File: src/cid_pkg.sv
/*
 Constants, types and helpers for the caller-ID ring qualifier and power control.
 Assumes a 25 MHz system clock and an oscillator pin sampled in that domain.
*/
package cid_pkg;
   // Clock and oscillator figures
   localparam int CLK_HZ    = 25_000_000;
   localparam int XTAL_HZ   = 3_579_000;
   localparam int RES_HZ    = 455_000;
   localparam int INT_UP_HZ = 800;
   localparam int INT_DN_HZ = 400;
   localparam int XTAL_UP_DIV = XTAL_HZ / INT_UP_HZ;
   localparam int RES_UP_DIV  = RES_HZ / INT_UP_HZ;
   localparam int DN_PER_UP   = INT_UP_HZ / INT_DN_HZ;
   localparam int DIV_W       = 16;

   // Ring integrator
   localparam int INT_W = 6;
   localparam logic [INT_W-1:0] INT_MAX  = 6'h3f;
   localparam logic [INT_W-1:0] QUAL_ON  = 6'h30;
   localparam logic [INT_W-1:0] QUAL_OFF = 6'h20;

   // Tone decoding
   localparam int MARK_HZ     = 1200;
   localparam int SPACE_HZ    = 2200;
   localparam int BAUD        = 1200;
   localparam int TONE_MIN_HZ = 900;
   localparam int TONE_MAX_HZ = 2700;
   localparam int PER_W       = 16;
   localparam logic [PER_W-1:0] PER_SPLIT = PER_W'(CLK_HZ / ((MARK_HZ + SPACE_HZ) / 2));
   localparam logic [PER_W-1:0] PER_MIN   = PER_W'(CLK_HZ / TONE_MAX_HZ);
   localparam logic [PER_W-1:0] PER_MAX   = PER_W'(CLK_HZ / TONE_MIN_HZ);
   localparam logic [PER_W-1:0] PER_SAT   = 16'hffff;

   // Carrier hold and preamble rejection
   localparam int CNT_W            = 24;
   localparam int CARRIER_HOLD_MS  = 8;
   localparam int CARRIER_HOLD_DEF = (CARRIER_HOLD_MS * CLK_HZ + 999) / 1000;
   localparam int MARK_QUAL_BITS   = 60;
   localparam int MARK_QUAL_DEF    = (MARK_QUAL_BITS * CLK_HZ + BAUD - 1) / BAUD;
   localparam int FIFO_DEPTH       = 4;

   // Pin indices and idle levels
   localparam int PIN_FSEL = 0;
   localparam int PIN_RT   = 1;
   localparam int PIN_POR  = 2;
   localparam int PIN_NRG  = 3;
   localparam int PIN_LVL  = 4;
   localparam int PIN_OSC  = 5;
   localparam int PIN_FSK  = 6;
   localparam int NPINS    = 7;
   localparam logic [NPINS-1:0] PIN_IDLE = 7'h06;

   typedef enum logic [1:0] {PWR_STANDBY, PWR_RING, PWR_FULL} cid_pwr_e;

   typedef struct packed {
      logic mark;
      logic tone_ok;
   } cid_tone_s;

   // Power mode from the ring timer and power request levels
   function automatic cid_pwr_e cid_pwr_decode(input logic rt, input logic por_n);
      if (!por_n)
         return PWR_FULL;
      else if (!rt)
         return PWR_RING;
      else
         return PWR_STANDBY;
   endfunction : cid_pwr_decode
endpackage : cid_pkg

File: src/cid_ring_power.sv
/*
 Ring qualification, staged power control, tone decoding, carrier detect
 and data output gating, with a small tone FIFO in the data path.
 Assumes all pins are asynchronous to sys_clk and that the pads resolve
 the open-drain outputs from the enables.
*/
`timescale 1ns/1ps

module cid_fifo #(
   parameter int WIDTH = 2,
   parameter int DEPTH = 4
) (
   // Clock and reset
   input  wire logic             sys_clk,
   input  wire logic             srst,
   // Fill side
   input  wire logic             in_valid,
   output logic                  in_ready,
   input  wire logic [WIDTH-1:0] in_data,
   // Drain side
   output logic                  out_valid,
   input  wire logic             out_ready,
   output logic [WIDTH-1:0]      out_data
);
   localparam int AW = $clog2(DEPTH);

   logic [WIDTH-1:0] mem [DEPTH];
   logic [AW-1:0]    wr_ptr;
   logic [AW-1:0]    rd_ptr;
   logic [AW:0]      fill;
   logic             push;
   logic             pop;

   // Handshakes and flags
   assign in_ready  = (fill != (AW+1)'(DEPTH));
   assign out_valid = (fill != '0);
   assign push      = in_valid && in_ready;
   assign pop       = out_valid && out_ready;
   assign out_data  = mem[rd_ptr];

   // Storage
   always_ff @(posedge sys_clk) begin
      if (push)
         mem[wr_ptr] <= in_data;
   end

   // Pointers and fill level
   always_ff @(posedge sys_clk) begin
      if (srst) begin
         wr_ptr <= '0;
         rd_ptr <= '0;
         fill   <= '0;
      end else begin
         if (push)
            wr_ptr <= (wr_ptr == AW'(DEPTH-1)) ? '0 : wr_ptr + 1'b1;
         if (pop)
            rd_ptr <= (rd_ptr == AW'(DEPTH-1)) ? '0 : rd_ptr + 1'b1;
         fill <= fill + (AW+1)'(push) - (AW+1)'(pop);
      end
   end
endmodule : cid_fifo

module cid_ring_power
   import cid_pkg::*;
#(
   parameter int XTAL_DIV     = XTAL_UP_DIV,
   parameter int CARRIER_HOLD = CARRIER_HOLD_DEF,
   parameter int MARK_QUAL    = MARK_QUAL_DEF
) (
   // Clock and reset
   input  wire logic sys_clk,
   input  wire logic srst,
   // Pins from the line side and host
   input  wire logic clock_freq_select,
   input  wire logic oscillator_input,
   input  wire logic ring_timer_in,
   input  wire logic power_on_request_n,
   input  wire logic ring_energy_in,
   input  wire logic ring_level_in,
   input  wire logic fsk_line_in,
   // Open-drain detect outputs
   output logic      ring_valid_n_out,
   output logic      ring_valid_n_oe_n,
   output logic      carrier_valid_n_out,
   output logic      carrier_valid_n_oe_n,
   // Data outputs
   output logic      raw_data_out,
   output logic      validated_data_out,
   // Power state
   output cid_pwr_e  power_mode,
   output logic      osc_enable,
   output logic      wake_detect
);
   logic [NPINS-1:0] pins, filt;
   logic             osc_d, fsk_d, fsel_d;
   logic             osc_rise, fsk_rise, fsel_chg;
   logic [DIV_W-1:0] div_cnt, div_lim;
   logic [1:0]       dn_cnt;
   logic             tick_up, tick_dn;
   logic [INT_W-1:0] integ;
   logic             ring_q, next_ring_q;
   logic [PER_W-1:0] per_cnt;
   cid_tone_s        tone_in, tone_out;
   logic             tone_valid, tone_ready, tone_pop, in_ready;
   logic             carrier, next_carrier;
   logic             bit_q, next_bit;
   logic [CNT_W-1:0] hold_cnt, next_hold, mark_cnt;
   logic             valid_q, next_valid;
   logic             full_on;

   assign pins = {fsk_line_in, oscillator_input, ring_level_in, ring_energy_in,
                  power_on_request_n, ring_timer_in, clock_freq_select};

   // Three-stage synchronisers, change accepted when stages two and three agree
   for (genvar g = 0; g < NPINS; g++) begin : g_sync
      logic [2:0] sync;
      always_ff @(posedge sys_clk) begin
         if (srst) begin
            sync    <= {3{PIN_IDLE[g]}};
            filt[g] <= PIN_IDLE[g];
         end else begin
            sync <= {sync[1:0], pins[g]};
            if (sync[1] == sync[2])
               filt[g] <= sync[2];
         end
      end
   end

   // Power mode and wake indication
   always_ff @(posedge sys_clk) begin
      if (srst) begin
         power_mode  <= PWR_STANDBY;
         osc_enable  <= 1'b0;
         wake_detect <= 1'b0;
      end else begin
         power_mode  <= cid_pwr_decode(filt[PIN_RT], filt[PIN_POR]);
         osc_enable  <= filt[PIN_NRG] || !filt[PIN_RT] || !filt[PIN_POR];
         wake_detect <= filt[PIN_NRG];
      end
   end

   assign full_on = (power_mode == PWR_FULL);

   // Edge history of oscillator and tone line
   always_ff @(posedge sys_clk) begin
      if (srst) begin
         osc_d  <= 1'b0;
         fsk_d  <= 1'b0;
         fsel_d <= PIN_IDLE[PIN_FSEL];
      end else begin
         osc_d  <= filt[PIN_OSC];
         fsk_d  <= filt[PIN_FSK];
         fsel_d <= filt[PIN_FSEL];
      end
   end

   assign osc_rise = filt[PIN_OSC] && !osc_d;
   assign fsk_rise = filt[PIN_FSK] && !fsk_d;
   assign div_lim  = filt[PIN_FSEL] ? DIV_W'(XTAL_DIV) : DIV_W'(RES_UP_DIV);
   assign fsel_chg = (filt[PIN_FSEL] != fsel_d);
   assign tick_up  = osc_rise && !fsel_chg && (div_cnt >= div_lim - 1'b1);
   assign tick_dn  = tick_up && (dn_cnt == 2'(DN_PER_UP - 1));

   // Oscillator divider, restarted when the select changes so no stale count ticks early
   always_ff @(posedge sys_clk) begin
      if (srst || power_mode == PWR_STANDBY || fsel_chg) begin
         div_cnt <= '0;
         dn_cnt  <= '0;
      end else if (osc_rise) begin
         div_cnt <= tick_up ? '0 : div_cnt + 1'b1;
         if (tick_up)
            dn_cnt <= tick_dn ? '0 : dn_cnt + 1'b1;
      end
   end

   // Ring integrator, cleared in standby
   always_ff @(posedge sys_clk) begin
      if (srst || power_mode == PWR_STANDBY) begin
         integ <= '0;
      end else if (filt[PIN_LVL]) begin
         if (tick_up && integ != INT_MAX)
            integ <= integ + 1'b1;
      end else if (tick_dn && integ != '0) begin
         integ <= integ - 1'b1;
      end
   end

   // Qualification with hysteresis
   always_comb begin
      next_ring_q = ring_q;
      if (power_mode == PWR_STANDBY)
         next_ring_q = 1'b0;
      else if (integ >= QUAL_ON)
         next_ring_q = 1'b1;
      else if (integ <= QUAL_OFF)
         next_ring_q = 1'b0;
   end

   always_ff @(posedge sys_clk) begin
      if (srst) begin
         ring_q            <= 1'b0;
         ring_valid_n_out  <= 1'b0;
         ring_valid_n_oe_n <= 1'b1;
      end else begin
         ring_q            <= next_ring_q;
         ring_valid_n_oe_n <= !next_ring_q;
      end
   end

   // Tone period measurement, demodulator runs in full power only
   always_ff @(posedge sys_clk) begin
      if (srst || !full_on)
         per_cnt <= '0;
      else if (fsk_rise)
         per_cnt <= '0;
      else if (per_cnt != PER_SAT)
         per_cnt <= per_cnt + 1'b1;
   end

   assign tone_in.mark    = (per_cnt > PER_SPLIT);
   assign tone_in.tone_ok = (per_cnt >= PER_MIN) && (per_cnt <= PER_MAX);
   assign tone_valid      = fsk_rise && full_on;
   assign tone_ready      = full_on;

   cid_fifo #(
      .WIDTH ($bits(cid_tone_s)),
      .DEPTH (FIFO_DEPTH)
   ) u_tone_fifo (
      .sys_clk   (sys_clk),
      .srst      (srst || !full_on), // Flushed outside full power
      .in_valid  (tone_valid && in_ready),
      .in_ready  (in_ready),
      .in_data   (tone_in),
      .out_valid (tone_pop),
      .out_ready (tone_ready),
      .out_data  (tone_out)
   );

   // Carrier hold, decoded bit and preamble rejection
   always_comb begin
      next_carrier = carrier;
      next_bit     = bit_q;
      next_hold    = hold_cnt;
      next_valid   = valid_q;
      if (!full_on) begin
         next_carrier = 1'b0;
         next_hold    = '0;
      end else if (tone_pop && tone_out.tone_ok) begin
         next_carrier = 1'b1;
         next_bit     = tone_out.mark;
         next_hold    = CNT_W'(CARRIER_HOLD);
      end else if (hold_cnt > CNT_W'(1)) begin
         next_hold = hold_cnt - 1'b1;
      end else begin
         next_hold    = '0;
         next_carrier = 1'b0;
      end
      if (!next_carrier)
         next_valid = 1'b0;
      else if (mark_cnt >= CNT_W'(MARK_QUAL))
         next_valid = 1'b1;
   end

   // Mark run counter, reset by any space before validation
   always_ff @(posedge sys_clk) begin
      if (srst || !carrier || !bit_q)
         mark_cnt <= '0;
      else if (mark_cnt != CNT_W'(MARK_QUAL))
         mark_cnt <= mark_cnt + 1'b1;
   end

   always_ff @(posedge sys_clk) begin
      if (srst) begin
         carrier              <= 1'b0;
         bit_q                <= 1'b1;
         hold_cnt             <= '0;
         valid_q              <= 1'b0;
         carrier_valid_n_out  <= 1'b0;
         carrier_valid_n_oe_n <= 1'b1;
         raw_data_out         <= 1'b1;
         validated_data_out   <= 1'b1;
      end else begin
         carrier              <= next_carrier;
         bit_q                <= next_bit;
         hold_cnt             <= next_hold;
         valid_q              <= next_valid;
         carrier_valid_n_oe_n <= !next_carrier;
         raw_data_out         <= next_carrier ? next_bit : 1'b1;
         validated_data_out   <= (next_carrier && next_valid) ? next_bit : 1'b1;
      end
   end

   logic [DIV_W-1:0] osc_seen;
   always_ff @(posedge sys_clk) begin
      if (srst || power_mode == PWR_STANDBY || fsel_chg || tick_up)
         osc_seen <= '0;
      else if (osc_rise)
         osc_seen <= osc_seen + 1'b1;
   end
endmodule : cid_ring_power

File: config.mk
export PLATFORM = sky130hd
export DESIGN_NAME = cid_ring_power
export DESIGN_NICKNAME = d
export VERILOG_FILES = /design/src/cid_pkg.sv /design/src/cid_ring_power.sv
export SDC_FILE = /design/constraint.sdc
export NUM_CORES = 1
export LEC_CHECK = 0
export BUFFER_PORTS_ARGS = -buffer_cell sky130_fd_sc_hd__buf_2
export CAP_MARGIN = 30
export CORE_UTILIZATION = 30
export DETAILED_ROUTE_END_ITERATION = 7
export PLACE_DENSITY_LB_ADDON = 0.15
export SYNTH_ARGS = -nofsm -noshare
export SYNTH_HDL_FRONTEND = slang
export SYNTH_SLANG_ARGS = --single-unit
File: constraint.sdc
create_clock -name sys_clk -period 3.41 [get_ports sys_clk]
set_input_delay 0.682 -clock sys_clk [delete_from_list [all_inputs] [get_ports sys_clk]]
set_output_delay 0.682 -clock sys_clk [all_outputs]
set_load 0.1 [all_outputs]
-- After elaboration in Yosys (flattened, before gate mapping)
Memories as Yosys holds them, arrays and structs flattened. A register that Yosys moved wholly into a read port is not among the register bits.
Cells that the tools add are included.
- register bits after elaboration: 138
- latch bits: 0
- memory bits (writable): 8
- memory bits (read-only): 0
- input bits: 9
- output and inout bits: 10
- logic and storage cells: 151
- memories: 1
- add/sub/neg operators: 12
- multiply operators: 0
- divide/modulo/power cells: 0
- $lt $le $gt $ge: 8
- equal/unequal tests: 17
- shifts and indexed selects: 0
- muxes and demuxes: 26
- bitwise gates (word level): 5
- reductions and logical operators: 43
- memory list (name ; depth ; bits a word ; rd ports ; clocked after Yosys merged registers in ; write ports ; RTL line ; source):
    u_tone_fifo.mem ; 4 ; 2 ; 1 ; 1 ; 1 ; cid_ring_power.sv:27 ; logic [WIDTH-1:0] mem [DEPTH];
- operators by type and width (operator ; number):
    18-bit 2-to-1 mux ; 2
    16-bit by 1-bit adder with 16-bit output (second input constant) ; 2
    24-bit by 1-bit adder with 24-bit output (second input constant) ; 1
    24-bit by 21-bit >= comparator with 1-bit output (second input constant) ; 1
    24-bit by 1-bit > comparator with 1-bit output (second input constant) ; 1
    24-bit by 21-bit inequality test with 1-bit output (second input constant) ; 1
    24-bit by 1-bit subtractor with 24-bit output (second input constant) ; 1
    6-bit 2-to-1 mux ; 3
    16-bit by 14-bit >= comparator with 1-bit output (second input constant) ; 1
    16-bit >= comparator ; 1
    16-bit by 14-bit > comparator with 1-bit output (second input constant) ; 1
    16-bit by 15-bit <= comparator with 1-bit output (second input constant) ; 1
    16-bit 2-to-1 mux ; 1
    16-bit inequality test (second input constant) ; 1
    1-bit logical AND ; 14
    13-bit by 1-bit subtractor with 14-bit output (second input constant) ; 1
    1-bit 2-to-1 mux ; 13
    13-bit 2-to-1 mux ; 1
    2-bit 2-to-1 mux ; 6
    1-bit zero test ; 10
    2-bit OR reduction ; 5
    1-bit == test ; 7
    1-bit logical OR ; 7
    2-bit by 1-bit adder with 2-bit output (second input constant) ; 3
    other kinds (19) ; 26

-- Longest topological paths before layout
- depth in word-level cells: 8
- gate-level depth with buffers: 10
- mapped depth without buffers: 10

-- Modules after synthesis
A second synthesis with hierarchy kept.
- cell total of the unflattened synthesis: 703
- area total of the unflattened synthesis: 6438.7 µm²
- by module, submodules not included (module ; times used ; cells an instance ; area each (µm²)):
    cid_ring_power ; 1 ; 644 ; 5671.7
    cid_fifo ; 1 ; 59 ; 767.0

-- Worst setup path before layout
Ideal clock, no wire load.
- path kind: register -> register
- from: register power_mode[1]
- to: register u_tone_fifo.fill[2]
- library setup time: 0.121 ns
- arrival: 2.760 ns
- data required time: 3.289 ns
- path slack: 0.529 ns
- stages on the path, launching flop included: 9
- cells stage by stage: dfxtp_1 > nand2b_1 > a211oi_1 > ha_1 > inv_1 > fa_1 > xor2_1 > xnor2_1 > nor2_1
- word-level cells in the longest chain between the ends: 6
- elaborated cells between the ends (all ways): 9
- RTL lines (what ; RTL line ; source):
    from (decl) ; cid_ring_power.sv:90 ; output cid_pwr_e power_mode,
    from (signal assigned) ; cid_ring_power.sv:136 ; power_mode <= cid_pwr_decode(filt[PIN_RT], filt[PIN_POR]);
    2-bit == test ; cid_ring_power.sv:142 ; assign full_on = (power_mode == PWR_FULL);
    1-bit logical AND ; cid_ring_power.sv:222 ; assign tone_valid = fsk_rise && full_on;
    1-bit logical AND ; cid_ring_power.sv:231 ; .in_valid (tone_valid && in_ready),
    1-bit logical AND ; cid_ring_power.sv:37 ; assign push = in_valid && in_ready;
    named net u_tone_fifo.push ; cid_ring_power.sv:31 ; logic push;
    3-bit by 1-bit adder with 3-bit output ; cid_ring_power.sv:58 ; fill <= fill + (AW+1)'(push) - (AW+1)'(pop);
    3-bit by 1-bit subtractor with 3-bit output ; cid_ring_power.sv:58 ;
    to (signal assigned) ; cid_ring_power.sv:58 ;
    to (decl) ; cid_ring_power.sv:30 ; logic [AW:0] fill;
The timed path passes the listed nets, and every way through them passes these cells.
A chain may end at the register's enable or synchronous reset.

-- Final worst setup path
- from: register filt[0]
- to: register integ[5]
- word-level cells in the longest chain between the ends: 8
- elaborated cells between the ends (all ways): 13
- RTL lines (what ; RTL line ; source):
    from (decl) ; cid_ring_power.sv:94 ; logic [NPINS-1:0] pins, filt;
    from (signal, indexed assignment) ; cid_ring_power.sv:120 ; filt[g] <= PIN_IDLE[g];
    from (signal, indexed assignment) ; cid_ring_power.sv:124 ; filt[g] <= sync[2];
    13-bit 2-to-1 mux or 1-bit inequality test (tied branches) ; cid_ring_power.sv:159, cid_ring_power.sv:160 ;
    13-bit by 1-bit subtractor with 14-bit output or 1-bit zero test (tied branches) ; cid_ring_power.sv:161 ; assign tick_up = osc_rise && !fsel_chg && (div_cnt >= div_lim - 1'b1);
    16-bit >= comparator or 1-bit logical AND (tied branches) ; cid_ring_power.sv:161 ;
    1-bit logical AND (*) ; cid_ring_power.sv:161 ;
    1-bit logical AND ; cid_ring_power.sv:162 ; assign tick_dn = tick_up && (dn_cnt == 2'(DN_PER_UP - 1));
    1-bit logical AND ; cid_ring_power.sv:183 ; end else if (tick_dn && integ != '0) begin
    2-bit nonzero test (no source line) ; n/a ;
    2-bit AND reduction (no source line) (*) ; n/a ;
    to (signal assigned) ; cid_ring_power.sv:182 ; integ <= integ + 1'b1;
    to (signal assigned) ; cid_ring_power.sv:184 ; integ <= integ - 1'b1;
    to (decl) ; cid_ring_power.sv:100 ; logic [INT_W-1:0] integ;
Mark *: on every way between the ends. The rest lies on a longest branch, timed or not.

==> impl_results.md <==
* Status: finished clean
* Clock-pin slew on the worst setup and hold paths at 0.06 ns
* Most frequent cells in the layout: dfxtp_1, nor2_1, xnor2_1
* Crit path max fanout at 13
* Top cell type's share of synthesized area at between 40% and 50%
* Clk Latency, worst-skew pair at approximately 0.41 ns
* CP dominant cell by count: or4_1
* Met3 Wirelength at roughly 340 µm
* Initial Utilization at between 30 and 40%
* Switching pwr at roughly 790 µW
* Rows at 53
* Detail Route Antenna Nets at 0
* Part of the power in combinational logic at less than 1%
* Fill cell count at around 2,200
* FF-to-FF path depth at 8
* Die footprint at approximately 23,000 µm²
* Number of max-cap violations at 0
* Hold_ws at 0.409 ns
* Vias at 4,933
* Commonest non-fill, non-tap cell in the layout: dfxtp_1
* CTS resizes at 0
* Hold crit path type: reg2reg
* Switch share at between 20% and 30%
* Metal-1 WL at about 6400 µm
* Dpl hpwl at 9100 µm
* Placed Instance Area at approximately 7000 µm²
* Power, Total at between 3 and 4 mW
* Non-filler cells, final at 1,031
* Peak supply drop at roughly 0.28 mV
* Sink Count at about 150
* Endpoints failing setup at 0
* TritonCTS buffer count at 17
* Pleak at 2.73 nW
* Post-route minimum period at about 2.7 ns
* Clock Power Share at between 50% and 60%
* Largest family of logic cells by synthesized area: simple AND/OR/NAND/NOR gates
* Clk_skew at roughly 0.012 ns
* Part of the power in registers at a little under half
* Simple-gate portion of the synthesized area at a little under a quarter
* Number of enable flip-flop cells after synthesis at 8
* Max Root-Sink Buffers at 2
* Sequential share of the synthesized area at 46.2%
* Highest metal used: met4
* Pwr per Cell Area at 489 nW/µm²
* Synth Instances at approximately 720
* Initial antenna violation count at 0
* CTS Root Cell: clkbuf_16
* Die H at 150 µm
* Design Area, Final at about 7600 µm²
* Vias per std cell at between 4 and 5
* DP Cell Count at around 1,000
* Crit-path max cell delay at between 0.5 and 0.6 ns
* Synth warn at 0
* Die Width at around 150 µm
* Netlist Area Pre-Place at 6590 µm²
* Synth unique cells at 57
* Vias in the first global route at 4,806
* Fmax at between 300 and 400 MHz
* Area leader, netlist: dfxtp_1
* Placer Congestion at about 0.79
* WL met2 at between 6000 and 7000 µm
* XOR/XNOR Fraction of Synth Area at around 8.8%
* WP depth at 8
* DRC at 0
* Final Hold Fails at 0
* I/O pin total at 19
* Post-synthesis mux area share at under 10%
* Post-CTS setup buffers at 0
* Hold path depth at 1
* Grt ovf at 0
* Most area-consuming cells after synthesis: dfxtp_1, xnor2_1, nor2_1
* Syn Area/Cell at 9.10 µm²
* Nets at 781
* Global-route wire length before repair at ~22,000 µm
* CP Cell Sequence: inv_1, ha_1, o21ai_0, or4_1, o31a_1, buf_4, or4_1, a21oi_1
* DRT iter0 DRCs at 263
* Drt first pass iters at 4
* H-tree depth at 4
* Post-Synth Adder-Cell Area at ~5.7%
* Post-Route WL at between 10,000 and 15,000 µm
* Final period util at roughly four fifths
* # port buffers at 16
* Startpoint types: flip-flop
* Diode count at 0
* CTS tree: done
* Largest net degree at the start of global routing at 37
* Yosys reg bits at 148
* Slew Limit Fails at 0
* Worst-margin pin slew at 0.722 ns
* GRT Util Overall at 12.5%
* Crit path DAT at about 3 ns
* Synth Area in Compound Gates at 10.4%
* Core Area at roughly 21,000 µm²
* Slew margin rel. at between 50% and 60%
* Kind of critical path: reg2reg
* Ys flop type: dfxtp_1
* Synth async-reset ratio at 0%
* Critical path capture point type: flip-flop
* RSZ-0062 raised after global routing: false
* WP buf/inv at 2
* Internal at about 2.9 mW
* Area Overhead vs Synth at 15.0%
* Cell class contributing the biggest share of worst-path delay: simple AND/OR/NAND/NOR gates
* Total negative slack at 0 ns
* CP required at between 3 and 4 ns
* Max stage delay cell, worst path: or4_1
* WL/cell at between 10 and 15 µm
* Post-CTS Hold Buffers at 0
* Share of cells above drive strength 1 at 9.66%
==> layer usage <==
layer  up-vias  global-route usage (%)
met5         -                       0
met4         0                    4.44
met3         9                    3.27
met2        58                    20.5
met1      2327                    15.7
li1       2539                       -
==> sequential cells by signal, summed over array words and instances, names as in the netlist, 3 cells and up, named ones only <==
| signal | flops |
|---|---|
| u_tone_fifo.mem | 8 |
| filt | 7 |
| per_cnt | 16 |
| mark_cnt | 24 |
| hold_cnt | 24 |
| div_cnt | 16 |
| g_sync.sync | 21 |
| integ | 6 |
| u_tone_fifo.fill | 3 |
==> final cells by class <==
cell class	count	area (µm²)	area share (%)
Clock inverter	15	180	2.38
Multi-Input combinational cell	521	3310	43.8
Inverter	31	116	1.54
Timing Repair Buffer	24	148	1.95
Tap cell	275	344	4.54
Clock buffer	17	425	5.62
Sequential cell	148	3040	40.2
==> kinds of logic after synthesis <==
family,Yosys count
other cells,1
simple gates,308
flops,148
fa+ha+maj,29
compound gates,108
xor+xnor,66
mux,8
buf+inv,56
==> power groups by stage <==
| stage | registers, mW | logic [mW] | clock network, mW |
|---|---|---|---|
| after global placement | 1.79 | 0.0343 | 0 |
| after detailed placement | 1.79 | 0.0344 | 0 |
| after floorplan | 1.79 | 0.0266 | 0 |
| final | 1.76 | 0.0341 | 1.92 |
| after CTS | 1.76 | 0.0345 | 1.98 |
| after global routing | 1.76 | 0.0366 | 2.06 |
==> final timing paths <==
kind / from / end / slack [ns]
min: g_sync[1].sync[0]$_SDFF_PP1_ / g_sync[1].sync[1]$_SDFF_PP1_ / 0.41
max reg2reg: filt[0]$_SDFFE_PP0N_ / integ[5]$_SDFFE_PP0P_ / 0.70
min reg2reg: g_sync[1].sync[0]$_SDFF_PP1_ / g_sync[1].sync[1]$_SDFF_PP1_ / 0.41
max: filt[0]$_SDFFE_PP0N_ / integ[5]$_SDFFE_PP0P_ / 0.70
==> worst reg2reg max path, delay by kind of cell, from the launching register on <==
kind / cells / cell delay (ns)
AOI/OAI and AO/OA: 3 / 0.48
DFF: 1 / 0.46
adders and majority gates: 1 / 0.31
buffers and inverters: 2 / 0.37
and+or+nand+nor: 2 / 1.03
==> through the flow <==
step / worst slack, ns / util [%]
floorplan: 0.529 / -
global placement: 0.587 / 32.6
detailed placement: 0.717 / 32.7
CTS: 0.692 / 35.5
global route: 0.528 / 35.6
finish: 0.698 / 35.6
==> cell usage after synthesis (11+ instances only) <==
library cell / instances
nor2_1: 103
nor4_1: 11
o21ai_0: 27
a21oi_1: 31
dfxtp_1: 140
clkbuf_1: 17
nand2_1: 38
nor2b_1: 20
xnor2_1: 47
inv_1: 31
nor3_1: 32
or3_1: 12
nand3_1: 25
ha_1: 27
xor2_1: 19
a211oi_1: 11
No activity file was read; power rests on OpenSTA's default activity.
